$ cat src/rtl/clock_source_pkg.sv
// constants, register map and types for the clock source control block
package clock_source_pkg;

	localparam int CLK_FREQ_HZ = 250_000_000;
	localparam int CLK_FREQ_KHZ = CLK_FREQ_HZ / 1_000;
	localparam int CLK_FREQ_MHZ = CLK_FREQ_HZ / 1_000_000;

	// low-speed internal oscillator, nominal 32.768 kHz
	localparam int LOW_SPEED_FREQ_HZ = 32_768;
	localparam int LOW_SPEED_DIV = CLK_FREQ_HZ / LOW_SPEED_FREQ_HZ;
	localparam int LOW_DIV_W = 16;

	// main internal oscillator, 8 MHz, period trimmed around nominal
	localparam int MAIN_OSC_FREQ_KHZ = 8_000;
	localparam int MAIN_DIV_W = 6;
	localparam logic [MAIN_DIV_W-1:0] MAIN_DIV_NOM = MAIN_DIV_W'(CLK_FREQ_KHZ / MAIN_OSC_FREQ_KHZ);
	localparam logic [MAIN_DIV_W-1:0] MAIN_TRIM_SPAN = 6'h04;
	localparam logic [MAIN_DIV_W-1:0] MAIN_DIV_MIN = MAIN_DIV_NOM - MAIN_TRIM_SPAN;
	localparam logic [MAIN_DIV_W-1:0] MAIN_DIV_MAX = MAIN_DIV_NOM + MAIN_TRIM_SPAN;
	localparam int SOF_FRAME_US = 1_000;
	localparam int FRAME_W = 16;
	localparam logic [FRAME_W-1:0] MAIN_TICKS_PER_FRAME = FRAME_W'(MAIN_OSC_FREQ_KHZ * SOF_FRAME_US / 1_000);

	// crystal oscillator stabilisation interval
	localparam int CRYSTAL_STAB_TIME_US = 1_000;
	localparam int CRYSTAL_STAB_CYCLES = CRYSTAL_STAB_TIME_US * CLK_FREQ_MHZ;

	// register port
	localparam int ADDR_W = 8;
	localparam int DATA_W = 32;
	localparam logic [ADDR_W-1:0] CRYSTAL_OSC_CONFIG_OFS = 8'h00;
	localparam logic [ADDR_W-1:0] CRYSTAL_OSC_TRIM_OFS = 8'h04;
	localparam logic [ADDR_W-1:0] CRYSTAL_OSC_STATUS_OFS = 8'h08;
	localparam logic [ADDR_W-1:0] LOW_SPEED_OSC_CONFIG_OFS = 8'h0C;
	localparam logic [ADDR_W-1:0] WATCHDOG_CONTROL_OFS = 8'h10;
	localparam logic [ADDR_W-1:0] BACKUP_DOMAIN_CONTROL_OFS = 8'h14;
	localparam logic [ADDR_W-1:0] MAIN_OSC_CONTROL_OFS = 8'h18;

	// crystal_osc_config_reg
	localparam int CRYSTAL_ENABLE_BIT = 0;
	localparam int AUTO_GAIN_BIT = 1;
	// crystal_osc_trim_reg
	localparam int AMP_TRIM_LSB = 0;
	localparam int AMP_TRIM_W = 4;
	localparam int DET_TRIM_LSB = 4;
	localparam int DET_TRIM_W = 3;
	localparam int GAIN_TRIM_LSB = 8;
	localparam int GAIN_TRIM_W = 3;
	localparam int RES_TRIM_LSB = 12;
	localparam int RES_TRIM_W = 2;
	localparam int FILT_TRIM_LSB = 16;
	localparam int FILT_TRIM_W = 3;
	// crystal_osc_status_reg
	localparam int CRYSTAL_READY_BIT = 0;
	// low_speed_osc_config_reg
	localparam int LOW_ENABLE_BIT = 0;
	localparam int KEEP_ALIVE_BIT = 1;
	// watchdog_control_reg
	localparam int WD_ENABLE_BIT = 0;
	localparam int WD_LOCK_BIT = 1;
	// backup_domain_control_reg
	localparam int WATCH_ENABLE_BIT = 0;
	localparam int WATCH_BYPASS_BIT = 1;
	localparam int LF_SEL_WATCH_BIT = 2;
	// main osc control
	localparam int FRAME_LOCK_BIT = 0;
	localparam int ROOT_SEL_LSB = 4;
	localparam int MAIN_PERIOD_LSB = 8;

	// reset values
	localparam logic LOW_ENABLE_RST = 1'b1;
	localparam logic WD_LOCK_RST = 1'b0;

	typedef enum logic [1:0] {
		ROOT_MAIN,
		ROOT_EXTERNAL,
		ROOT_CRYSTAL
	} root_sel_e;

	typedef enum logic [1:0] {
		PWR_LP,
		PWR_ULP,
		PWR_DEEPSLEEP,
		PWR_HIBERNATE
	} power_mode_e;

endpackage : clock_source_pkg

$ cat src/rtl/ready_timer_if.sv
// enable and ready pair between the control logic and the stabilisation timer
`timescale 1ns/1ns
interface ready_timer_if;
	logic enable;
	logic ready;

	modport owner (output enable, input ready);
	modport timer (input enable, output ready);
endinterface : ready_timer_if

$ cat src/rtl/ready_timer.sv
// stabilisation timer behind the crystal oscillator ready status
`timescale 1ns/1ns
module ready_timer
	import clock_source_pkg::*;
#(
	parameter int STAB_CYCLES = CRYSTAL_STAB_CYCLES
)
(
	input wire logic clk,
	input wire logic rst,
	ready_timer_if.timer port
);
	localparam int CNT_W = $clog2(STAB_CYCLES + 1);
	localparam logic [CNT_W-1:0] CNT_LAST = CNT_W'(STAB_CYCLES - 1);
	localparam logic [CNT_W-1:0] CNT_ONE = CNT_W'(1);

	typedef struct packed {
		logic [CNT_W-1:0] count;
		logic ready;
	} timer_s;

	timer_s s_r;
	timer_s s_nxt;

	always_comb
	begin
		s_nxt = s_r;
		if (!port.enable)
		begin
			// dropping the enable restarts the whole interval
			s_nxt.count = '0;
			s_nxt.ready = 1'b0;
		end
		else if (!s_r.ready)
		begin
			if (s_r.count == CNT_LAST)
				s_nxt.ready = 1'b1;
			else
				s_nxt.count = s_r.count + CNT_ONE;
		end
	end

	always_ff @(posedge clk or posedge rst)
	begin
		if (rst)
			s_r <= '0;
		else
			s_r <= s_nxt;
	end

	assign port.ready = s_r.ready;
endmodule : ready_timer

$ cat src/rtl/clock_source_control.sv
// clock source control: oscillator enables, trims, ready status and tick selection
//
// Summary of operation
// - while the watchdog lock is set, writes disabling the low-speed oscillator are ignored
// - turning the watchdog on forces the low-speed oscillator enable on; a power event in the same cycle overrides it
// - the watchdog counter tick always comes from the low-speed oscillator
// - one enable bit starts and stops the low-speed oscillator; leave it on
// - keep-alive bit keeps the low-speed oscillator running through hibernate, POR, brownout
// - low-speed oscillator is a free-running 32.768 kHz tick in every power mode
// - low-frequency clock picks low-speed or watch crystal; feeds backup domain and multi-counter watchdogs
// - amplitude trim sets drive level only with auto gain; auto gain below 2 V
// - write trims before enabling the crystal oscillator, then poll its ready status
// - external clock pin, up to 100 MHz, is offered as a clock path source
// - main oscillator gives 8 MHz, trimmed from USB frame markers only when locked
// - main oscillator runs only in the low-power and ultra-low-power modes
// - watch crystal enable starts and stops the 32.768 kHz watch crystal oscillator
// - watch crystal bypass passes an external clock from the pin instead
//
// The register addresses and the strobed register port were left to the implementer.
`timescale 1ns/1ns
module clock_source_control
	import clock_source_pkg::*;
#(
	parameter int CRYSTAL_STAB_CYCLES_P = CRYSTAL_STAB_CYCLES,
	parameter int LOW_SPEED_DIV_P = LOW_SPEED_DIV
)
(
	input wire logic clk,
	input wire logic rst,
	input wire logic [ADDR_W-1:0] regAddr,
	input wire logic [DATA_W-1:0] regWdata,
	input wire logic regWrite,
	input wire logic regRead,
	output logic [DATA_W-1:0] regRdata,
	input wire power_mode_e powerMode,
	input wire logic powerEvent,
	input wire logic usbSof,
	input wire logic crystalOscClk,
	input wire logic externalClockPin,
	input wire logic watchCrystalOscClk,
	input wire logic watchCrystalPinClk,
	output logic crystalOscEnable,
	output logic crystalAutoGain,
	output logic [AMP_TRIM_W-1:0] crystalDriveLevel,
	output logic [DET_TRIM_W-1:0] amplitudeDetectTrim,
	output logic [GAIN_TRIM_W-1:0] gainTrim,
	output logic [RES_TRIM_W-1:0] filterResistorTrim,
	output logic [FILT_TRIM_W-1:0] filterTrim,
	output logic crystalOscReady,
	output logic lowSpeedOscRun,
	output logic watchCrystalOscRun,
	output logic watchdogTick,
	output logic backupDomainTick,
	output logic multiWatchdogTick,
	output logic mainOscTick,
	output logic clockPathTick
);
	localparam logic [LOW_DIV_W-1:0] LOW_DIV_LAST = LOW_DIV_W'(LOW_SPEED_DIV_P - 1);
	localparam logic [LOW_DIV_W-1:0] LOW_DIV_ONE = LOW_DIV_W'(1);
	localparam logic [MAIN_DIV_W-1:0] MAIN_ONE = MAIN_DIV_W'(1);
	localparam logic [FRAME_W-1:0] FRAME_ONE = FRAME_W'(1);
	localparam logic [FRAME_W-1:0] FRAME_SAT = '1;

	typedef struct packed {
		logic crystalEnable;
		logic autoGain;
		logic [AMP_TRIM_W-1:0] ampTrim;
		logic [DET_TRIM_W-1:0] detTrim;
		logic [GAIN_TRIM_W-1:0] gainTrim;
		logic [RES_TRIM_W-1:0] resTrim;
		logic [FILT_TRIM_W-1:0] filtTrim;
		logic [AMP_TRIM_W-1:0] driveLevel;
		logic lowEnable;
		logic keepAlive;
		logic wdEnable;
		logic wdLock;
		logic watchEnable;
		logic watchBypass;
		logic watchOscRun;
		logic lfSelWatch;
		logic frameLock;
		root_sel_e rootSel;
		logic [LOW_DIV_W-1:0] lowDiv;
		logic lowTick;
		logic lfTick;
		logic [MAIN_DIV_W-1:0] mainDiv;
		logic [MAIN_DIV_W-1:0] mainPeriod;
		logic mainTick;
		logic [FRAME_W-1:0] frameCount;
		logic rootTick;
		logic [2:0] xtalSync;
		logic [2:0] extSync;
		logic [2:0] wcOscSync;
		logic [2:0] wcPinSync;
		logic [DATA_W-1:0] rdata;
	} state_s;

	state_s s_r;
	state_s s_nxt;

	ready_timer_if readyLink();

	ready_timer #(
		.STAB_CYCLES(CRYSTAL_STAB_CYCLES_P)
	) crystalTimer (
		.clk(clk),
		.rst(rst),
		.port(readyLink.timer)
	);

	assign readyLink.enable = s_r.crystalEnable;

	always_comb
	begin
		logic xtalEdge;
		logic extEdge;
		logic watchEdge;
		logic watchTick;
		logic mainAvail;
		xtalEdge = 1'b0;
		extEdge = 1'b0;
		watchEdge = 1'b0;
		watchTick = 1'b0;
		mainAvail = 1'b0;
		s_nxt = s_r;
		s_nxt.rdata = '0;

		// pin clocks pass two flops; the third only feeds the edge detect
		s_nxt.xtalSync = {s_r.xtalSync[1:0], crystalOscClk};
		s_nxt.extSync = {s_r.extSync[1:0], externalClockPin};
		s_nxt.wcOscSync = {s_r.wcOscSync[1:0], watchCrystalOscClk};
		s_nxt.wcPinSync = {s_r.wcPinSync[1:0], watchCrystalPinClk};
		xtalEdge = s_r.xtalSync[1] & ~s_r.xtalSync[2];
		// sampled at 250 MHz, a 100 MHz pin clock is near the limit of what edge detection can follow
		extEdge = s_r.extSync[1] & ~s_r.extSync[2];
		if (s_r.watchBypass)
			watchEdge = s_r.wcPinSync[1] & ~s_r.wcPinSync[2];
		else
			watchEdge = s_r.wcOscSync[1] & ~s_r.wcOscSync[2];
		watchTick = watchEdge & (s_r.watchEnable | s_r.watchBypass);

		if (regWrite)
		begin
			unique case (regAddr)
				CRYSTAL_OSC_CONFIG_OFS:
				begin
					s_nxt.crystalEnable = regWdata[CRYSTAL_ENABLE_BIT];
					s_nxt.autoGain = regWdata[AUTO_GAIN_BIT];
				end
				CRYSTAL_OSC_TRIM_OFS:
				begin
					s_nxt.ampTrim = regWdata[AMP_TRIM_LSB +: AMP_TRIM_W];
					s_nxt.detTrim = regWdata[DET_TRIM_LSB +: DET_TRIM_W];
					s_nxt.gainTrim = regWdata[GAIN_TRIM_LSB +: GAIN_TRIM_W];
					s_nxt.resTrim = regWdata[RES_TRIM_LSB +: RES_TRIM_W];
					s_nxt.filtTrim = regWdata[FILT_TRIM_LSB +: FILT_TRIM_W];
				end
				LOW_SPEED_OSC_CONFIG_OFS:
				begin
					// a locked watchdog would lose its only clock
					if (regWdata[LOW_ENABLE_BIT] || !s_r.wdLock)
						s_nxt.lowEnable = regWdata[LOW_ENABLE_BIT];
					s_nxt.keepAlive = regWdata[KEEP_ALIVE_BIT];
				end
				WATCHDOG_CONTROL_OFS:
				begin
					s_nxt.wdEnable = regWdata[WD_ENABLE_BIT];
					s_nxt.wdLock = regWdata[WD_LOCK_BIT];
					if (regWdata[WD_ENABLE_BIT] && !s_r.wdEnable)
						s_nxt.lowEnable = 1'b1;
				end
				BACKUP_DOMAIN_CONTROL_OFS:
				begin
					s_nxt.watchEnable = regWdata[WATCH_ENABLE_BIT];
					s_nxt.watchBypass = regWdata[WATCH_BYPASS_BIT];
					s_nxt.lfSelWatch = regWdata[LF_SEL_WATCH_BIT];
				end
				MAIN_OSC_CONTROL_OFS:
				begin
					s_nxt.frameLock = regWdata[FRAME_LOCK_BIT];
					s_nxt.rootSel = root_sel_e'(regWdata[ROOT_SEL_LSB +: 2]);
				end
				default:
				begin
				end
			endcase
		end

		// power events stop the oscillator unless kept alive; they win over a same-cycle write
		if (powerEvent)
			s_nxt.lowEnable = s_r.lowEnable & s_r.keepAlive;

		// drive level follows the amplitude trim only under auto gain control
		s_nxt.driveLevel = s_nxt.autoGain ? s_nxt.ampTrim : '0;
		// bypass powers the watch oscillator down, the pin clock takes its place
		s_nxt.watchOscRun = s_nxt.watchEnable & ~s_nxt.watchBypass;

		// low-speed oscillator: free-running, not gated by power mode
		s_nxt.lowTick = 1'b0;
		if (s_r.lowEnable)
		begin
			if (s_r.lowDiv == LOW_DIV_LAST)
			begin
				s_nxt.lowDiv = '0;
				s_nxt.lowTick = 1'b1;
			end
			else
				s_nxt.lowDiv = s_r.lowDiv + LOW_DIV_ONE;
		end
		else
			s_nxt.lowDiv = '0;

		s_nxt.lfTick = s_r.lfSelWatch ? watchTick : s_r.lowTick;

		// main oscillator
		mainAvail = (powerMode == PWR_LP) || (powerMode == PWR_ULP);
		s_nxt.mainTick = 1'b0;
		if (mainAvail)
		begin
			if (s_r.mainDiv >= s_r.mainPeriod - MAIN_ONE)
			begin
				s_nxt.mainDiv = '0;
				s_nxt.mainTick = 1'b1;
			end
			else
				s_nxt.mainDiv = s_r.mainDiv + MAIN_ONE;
		end
		else
			s_nxt.mainDiv = '0;

		// frame trim: the frame marker is the reference, ticks per frame should be nominal
		if (s_r.frameLock && usbSof)
		begin
			if (s_r.frameCount < MAIN_TICKS_PER_FRAME && s_r.mainPeriod > MAIN_DIV_MIN)
				s_nxt.mainPeriod = s_r.mainPeriod - MAIN_ONE;
			else if (s_r.frameCount > MAIN_TICKS_PER_FRAME && s_r.mainPeriod < MAIN_DIV_MAX)
				s_nxt.mainPeriod = s_r.mainPeriod + MAIN_ONE;
			s_nxt.frameCount = '0;
		end
		else if (!s_r.frameLock)
			s_nxt.frameCount = '0;
		else if (s_r.mainTick && s_r.frameCount != FRAME_SAT)
			s_nxt.frameCount = s_r.frameCount + FRAME_ONE;

		// clock path source; an illegal select code gives no ticks
		unique case (s_r.rootSel)
			ROOT_MAIN:
				s_nxt.rootTick = s_r.mainTick;
			ROOT_EXTERNAL:
				s_nxt.rootTick = extEdge;
			ROOT_CRYSTAL:
				s_nxt.rootTick = xtalEdge & readyLink.ready;
			default:
				s_nxt.rootTick = 1'b0;
		endcase

		if (regRead)
		begin
			unique case (regAddr)
				CRYSTAL_OSC_CONFIG_OFS:
				begin
					s_nxt.rdata[CRYSTAL_ENABLE_BIT] = s_r.crystalEnable;
					s_nxt.rdata[AUTO_GAIN_BIT] = s_r.autoGain;
				end
				CRYSTAL_OSC_TRIM_OFS:
				begin
					s_nxt.rdata[AMP_TRIM_LSB +: AMP_TRIM_W] = s_r.ampTrim;
					s_nxt.rdata[DET_TRIM_LSB +: DET_TRIM_W] = s_r.detTrim;
					s_nxt.rdata[GAIN_TRIM_LSB +: GAIN_TRIM_W] = s_r.gainTrim;
					s_nxt.rdata[RES_TRIM_LSB +: RES_TRIM_W] = s_r.resTrim;
					s_nxt.rdata[FILT_TRIM_LSB +: FILT_TRIM_W] = s_r.filtTrim;
				end
				CRYSTAL_OSC_STATUS_OFS:
					s_nxt.rdata[CRYSTAL_READY_BIT] = readyLink.ready;
				LOW_SPEED_OSC_CONFIG_OFS:
				begin
					s_nxt.rdata[LOW_ENABLE_BIT] = s_r.lowEnable;
					s_nxt.rdata[KEEP_ALIVE_BIT] = s_r.keepAlive;
				end
				WATCHDOG_CONTROL_OFS:
				begin
					s_nxt.rdata[WD_ENABLE_BIT] = s_r.wdEnable;
					s_nxt.rdata[WD_LOCK_BIT] = s_r.wdLock;
				end
				BACKUP_DOMAIN_CONTROL_OFS:
				begin
					s_nxt.rdata[WATCH_ENABLE_BIT] = s_r.watchEnable;
					s_nxt.rdata[WATCH_BYPASS_BIT] = s_r.watchBypass;
					s_nxt.rdata[LF_SEL_WATCH_BIT] = s_r.lfSelWatch;
				end
				MAIN_OSC_CONTROL_OFS:
				begin
					s_nxt.rdata[FRAME_LOCK_BIT] = s_r.frameLock;
					s_nxt.rdata[ROOT_SEL_LSB +: 2] = s_r.rootSel;
					s_nxt.rdata[MAIN_PERIOD_LSB +: MAIN_DIV_W] = s_r.mainPeriod;
				end
				default:
					s_nxt.rdata = '0;
			endcase
		end
	end

	always_ff @(posedge clk or posedge rst)
	begin
		if (rst)
		begin
			s_r <= '0;
			s_r.lowEnable <= LOW_ENABLE_RST;
			s_r.wdLock <= WD_LOCK_RST;
			s_r.mainPeriod <= MAIN_DIV_NOM;
			s_r.rootSel <= ROOT_MAIN;
		end
		else
			s_r <= s_nxt;
	end

	assign regRdata = s_r.rdata;
	assign crystalOscEnable = s_r.crystalEnable;
	assign crystalAutoGain = s_r.autoGain;
	assign crystalDriveLevel = s_r.driveLevel;
	assign amplitudeDetectTrim = s_r.detTrim;
	assign gainTrim = s_r.gainTrim;
	assign filterResistorTrim = s_r.resTrim;
	assign filterTrim = s_r.filtTrim;
	assign crystalOscReady = readyLink.ready;
	assign lowSpeedOscRun = s_r.lowEnable;
	assign watchCrystalOscRun = s_r.watchOscRun;
	// no selector exists for the watchdog source on purpose
	assign watchdogTick = s_r.lowTick;
	assign backupDomainTick = s_r.lfTick;
	assign multiWatchdogTick = s_r.lfTick;
	assign mainOscTick = s_r.mainTick;
	assign clockPathTick = s_r.rootTick;
endmodule : clock_source_control

$ cat config.mk
export PLATFORM = sky130hd
export DESIGN_NAME = clock_source_control
export DESIGN_NICKNAME = d
export VERILOG_FILES = /design/src/rtl/clock_source_pkg.sv /design/src/rtl/ready_timer_if.sv /design/src/rtl/ready_timer.sv /design/src/rtl/clock_source_control.sv
export SDC_FILE = /design/constraint.sdc
export NUM_CORES = 1
export LEC_CHECK = 0
export ABC_CLOCK_PERIOD_IN_PS = 5600
export BUFFER_PORTS_ARGS = -buffer_cell sky130_fd_sc_hd__buf_2
export CAP_MARGIN = 10
export CORE_AREA = 3 3 107 109
export DETAILED_ROUTE_END_ITERATION = 16
export DIE_AREA = 0 0 110 112
export HOLD_SLACK_MARGIN = 0.08
export PLACE_DENSITY = 0.84
export SLEW_MARGIN = 20
export SYNTH_ARGS = -nofsm -noshare
export SYNTH_HDL_FRONTEND = slang
export SYNTH_HIERARCHICAL = 1
export SYNTH_SLANG_ARGS = --single-unit
export TNS_END_PERCENT = 5
$ cat constraint.sdc
create_clock -name clk -period 5.6 [get_ports clk]
set_clock_uncertainty 0.1 [all_clocks]
set_input_delay 0.28 -clock clk [delete_from_list [all_inputs] [get_ports clk]]
set_output_delay 0.28 -clock clk [all_outputs]
set_load 0.1 [all_outputs]
## Word-level counts from Yosys, hierarchy flattened

Index checks and enable logic that the tools add are counted.

- Register bits: 143
- Input bits: 52
- Output and inout bits: 57

- $add $sub $neg: 6
- Magnitude comparators: 5
- Eq/ne operators: 17
- Mux-type cells: 43
- Bitwise gates (word level): 14
- Reduce and logical (&&, ||, !) cells: 24

Operator list:

| kind | count |
|---|---|
| 16-bit two-way mux | 6 |
| 19-bit two-way mux | 3 |
| 16-bit by 1-bit adder with 16-bit output, second input constant | 2 |
| 6-bit two-way mux | 5 |
| 8-bit by 5-bit equality test with 1-bit output, second input constant | 3 |
| 18-bit by 1-bit adder with 18-bit output, second input constant | 1 |
| 18-bit equality test, second input constant | 1 |
| 18-bit two-way mux | 1 |
| 16-bit by 13-bit equality test with 1-bit output, second input constant | 1 |
| 8-bit by 4-bit equality test with 1-bit output, second input constant | 2 |
| 16-bit by 13-bit > comparator with 1-bit output, second input constant | 1 |
| 16-bit by 13-bit less-than comparator with 1-bit output, second input constant | 1 |
| 16-bit != test, second input constant | 1 |
| 2-bit AND reduction | 8 |
| 1-bit two-way mux | 15 |
| 15-bit two-way mux | 1 |
| 6-bit by 1-bit adder with 6-bit output, second input constant | 2 |
| 1-bit bitwise AND | 8 |
| 8-bit by 3-bit equality test with 1-bit output, second input constant | 1 |
| 8-bit zero test | 1 |
| 2-bit case mux with 2 select lines | 2 |
| 1-bit case mux with 7 select lines | 1 |
| 6-bit >= comparator | 1 |
| 6-bit by 5-bit > comparator with 1-bit output, second input constant | 1 |
| other kinds (23) | 40 |

## Depth between registers and ports, before layout

- Depth in word-level cells: 7
- Depth in mapped cells: 9
- Gate-level depth less buffers: 9

## Hierarchy

Netlist, hierarchy kept.

By module, submodules not included:

| module | instances | cells each | area each (um^2) | sequential area each (um^2) |
|---|---|---|---|---|
| clock_source_control | 1 | 520 | 5489.0 | 2710.1 |
| ready_timer | 1 | 106 | 980.9 | 475.5 |

## Worst setup path before layout

No wires, ideal clock.

- Path kind: register -> register
- Start: register s_r[64] in the netlist's numbering
- End: register s_r, in the netlist mainOscTick
- Arrival: 2.015 ns
- Setup slack: 3.412 ns
- Stages on the path, launching flop included: 9
- Clock period less this slack: 2.188 ns
- Cells stage by stage: dfstp_2 -> clkbuf_1 -> nor3_1 -> xnor2_1 -> ha_1 -> nand2_1 -> o21a_1 -> o21ai_1 -> nor2b_1

RTL lines:

| what | line | source |
|---|---|---|
| start, declared | clock_source_control.sv:98 | `state_s s_r;` |
| start signal, assigned | clock_source_control.sv:314 | `s_r <= s_nxt;` |

==> metrics.md <==
| Metric | Value |
|---|---|
| Core ar. | `10700 µm²` |
| RSZ-0062 raised after global routing | `false` |
| Share of layout cells above drive strength 1 | `20.3%` |
| Max clock buf depth | `2` |
| Post-route DRC | `0` |
| Max-Cap Viols | `0` |
| Final worst-path cycle share | `49.1%` |
| Fmax | `363 MHz` |
| Synthesized area | `6470 µm²` |
| Ant. Diodes | `0` |
| Largest net degree at the start of global routing | `68` |
| CP arrival | `3.10 ns` |
| Final setup margin | `2.85 ns` |
| Hold Fails Final Rpt | `0` |
| Proportion of netlist area held by the largest area contributor | `46.8%` |
| CTS root buf | `clkbuf_8` |
| Setup TNS | `0 ns` |
| Clock slew at reported path FFs | `around 0.060 ns` |
| Die Span Y | `between 100 and 150 µm` |
| VDD IR max | `roughly 0.23 mV` |
| Crit Path Max Fanout | `3` |
| Power Dens Cells | `around 300 nW/µm²` |
| CTS Buf Count | `17` |
| Netlist cell types | `61` |
| Max H-tree Level | `4` |
| Die area | `12300 µm²` |
| Gate Count Post-Synth | `about 630` |
| Wirelength, routed | `14500 µm` |
| Clk_lat worst skew | `~0.52 ns` |
| Max Slew Vio Count | `0` |
| Leak pwr | `3.53 nW` |
| Total track usage | `25.0%` |
| Slew margin rel. | `~46%` |
| Placer Congestion | `0.884` |
| Multi-input gate area | `2800 µm²` |
| Via count | `between 4000 and 5000` |
| Number of detailed-route iterations in the first pass | `5` |
| Post-cts gate resize count | `0` |
| Dpl ws | `3.26 ns` |
| Fin crit period | `2.75 ns` |
| Most area-hungry cell type in the Yosys netlist | `dfrtp_1` |
| Post-detailed-route via-to-cell ratio | `5.73` |
| Die width | `110 µm` |
| DR WL/cell | `17.0 µm` |
| Port Buffer Count | `74` |
| Async S/R FF share, synth | `100%` |
| Number of synthesized register bits | `between 100 and 150` |
| Total gr overflow | `0` |
| Seq/Total Area, Yosys | `49.2%` |
| CP endpoint kind | `flip-flop` |
| Setup bufs post-CTS | `0` |
| DRT iter0 DRCs | `slightly above 500` |
| P&R area growth vs syn | `17.4%` |
| Post-layout net count | `766` |
| Required time worst endpoint | `5.95 ns` |
| Post-synth EDFFs | `0` |
| Crit path launch type | `primary input` |
| CTS tree | `yes` |
| Most frequent cells in the layout | `dfrtp_1 (121), buf_2 (74), nor2_1 (62)` |
| Most common cell after layout, fill and taps aside | `dfrtp_1` |
| Effective utilization at floorplan | `60.5%` |
| Most frequently used flop master after synthesis | `dfrtp_1` |
| # setup viols final | `0` |
| Initial antenna violation count | `0` |
| WS Path Type | `primary input to flip-flop` |
| Syn_area_per_cell | `10.3 µm²` |
| First-pass GRT wire length | `24100 µm` |
| Hpwl dp | `8830 µm` |
| # IOs | `~110` |
| Number of global-route vias before repair | `5057` |
| Fillcell total | `697` |
| Synth area leaders | `dfrtp_1 (47%), buf_4 (5.6%), nor2_1 (3.6%)` |
| Routed Antenna Nets | `0` |
| Cell row count | `38` |
| Ys Warns | `6` |
| Area occupied by registers | `3190 µm²` |
| CTS sink count | `127` |
| Status | `finished clean` |
| Final core utilization | `a little under three quarters` |
| Slew at the pin closest to its max-slew limit | `0.811 ns` |
| Hold crit path type | `primary input to flip-flop` |
==> synth_stat cells (5+ instances only) <==
library cell / n
xor2_1: 25
nand3_1: 31
a22o_1: 8
mux2_4: 14
o21a_1: 5
a21oi_1: 12
a211oi_1: 6
inv_1: 23
dfstp_2: 6
nand2b_1: 8
mux2_2: 13
xnor2_1: 24
nor4_1: 8
or3_1: 5
and3_1: 14
ha_1: 14
nor2_1: 62
nand2_1: 48
o21ai_0: 9
buf_4: 48
nor3_1: 21
nand4_1: 10
dfrtp_1: 121
and2_1: 10
clkbuf_1: 15
mux2i_1: 7
==> final cells by class <==
class / count / area share (%)
sequential: 127 / 41.9
multi-input combinational: 423 / 36.9
timing repair buffer: 108 / 9.32
clock buffer: 21 / 5.91
clock inverter: 11 / 2.45
tap: 140 / 2.31
inverter: 23 / 1.17
==> final timing paths <==
check / to / slack [ns] / cells after the start / start
hold / removal: s_r[65]$_DFFE_PP1P_ / 0.16 / 4 / usbSof
setup reg to reg: s_r[69]$_DFF_PP0_ / 3.22 / 8 / s_r[62]$_DFFE_PP1P_
hold reg to reg: s_nxt[40]$_DFF_PP0_ / 0.24 / 0 / s_nxt[39]$_DFF_PP0_
setup / recovery: regRdata[1]$_DFF_PP0_ / 2.85 / 8 / regAddr[6]
min in group asynchronous: s_nxt[42]$_DFF_PP0_ / 0.26 / 3 / rst
max in group asynchronous: s_r[53]$_DFFE_PP0P_ / 3.92 / 4 / rst
==> cell families (layout without fill, tap and decap cells) <==
kind of cell,count (synthesis),count (layout),share of synthesized area [%]
AO/OA/AOI/OAI,69,69,7.41
adder cells (fa/ha/maj),14,14,2.71
XOR/XNOR,49,49,6.63
other,1,16,0.0580
flip-flops,127,127,49.2
buffers and inverters,91,163,8.33
multiplexers,34,34,6.59
AND/OR/NAND/NOR,241,241,19.0
==> report_power, final <==
part	switching, mW	internal [mW]
clock network	0.395	0.789
logic	0.143	0.0462
registers	0.0153	0.935
total	0.553	1.77
==> critical path, cell delays in order <==
cell and delay [ns]:
dlygate4sd3_1 0.53, buf_2 0.14, or3_1 0.41, nor3_1 0.30, nand3_1 0.11, dlygate4sd3_1 0.57
a31oi_1 0.18, dlygate4sd3_1 0.58
==> state kept, by name, indices dropped and copies added (netlist names), 2 cells and up <==
| name | count |
|---|---|
| s_r | 61 |
| crystalTimer/s_r | 18 |
| regRdata | 16 |
| s_nxt | 8 |
| crystalDriveLevel | 4 |
| amplitudeDetectTrim | 3 |
| filterTrim | 3 |
| gainTrim | 3 |
| filterResistorTrim | 2 |
==> metal layers <==
metal,up-vias,GRT usage (%),share of wire [%]
met2,218,40.9,50
li1,2255,-,-
met5,-,0,0
met4,0,10.6,3.0
met1,2361,30.6,41
met3,55,7.30,6.0
==> stage by stage <==
stage	total power [mW]	std cells	cell area, µm²	hold WS, ns
global placement	1.13	788	6630	0.234
finish	2.32	853	7590	0.164
CTS	2.33	853	7590	0.132
floorplan	1.11	641	6530	0.131
global route	2.40	853	7590	0.164
detailed placement	1.13	788	6630	0.235
==> timing repair <==
| item | 4_1_cts | 5_1_grt |
|---|---|---|
| setup endpoints to repair | 0 | 0 |
| hold buffers | 33 | 0 |
| hold endpoints to repair | 110 | 0 |
Note: power is estimated with default switching activity, not from simulation.
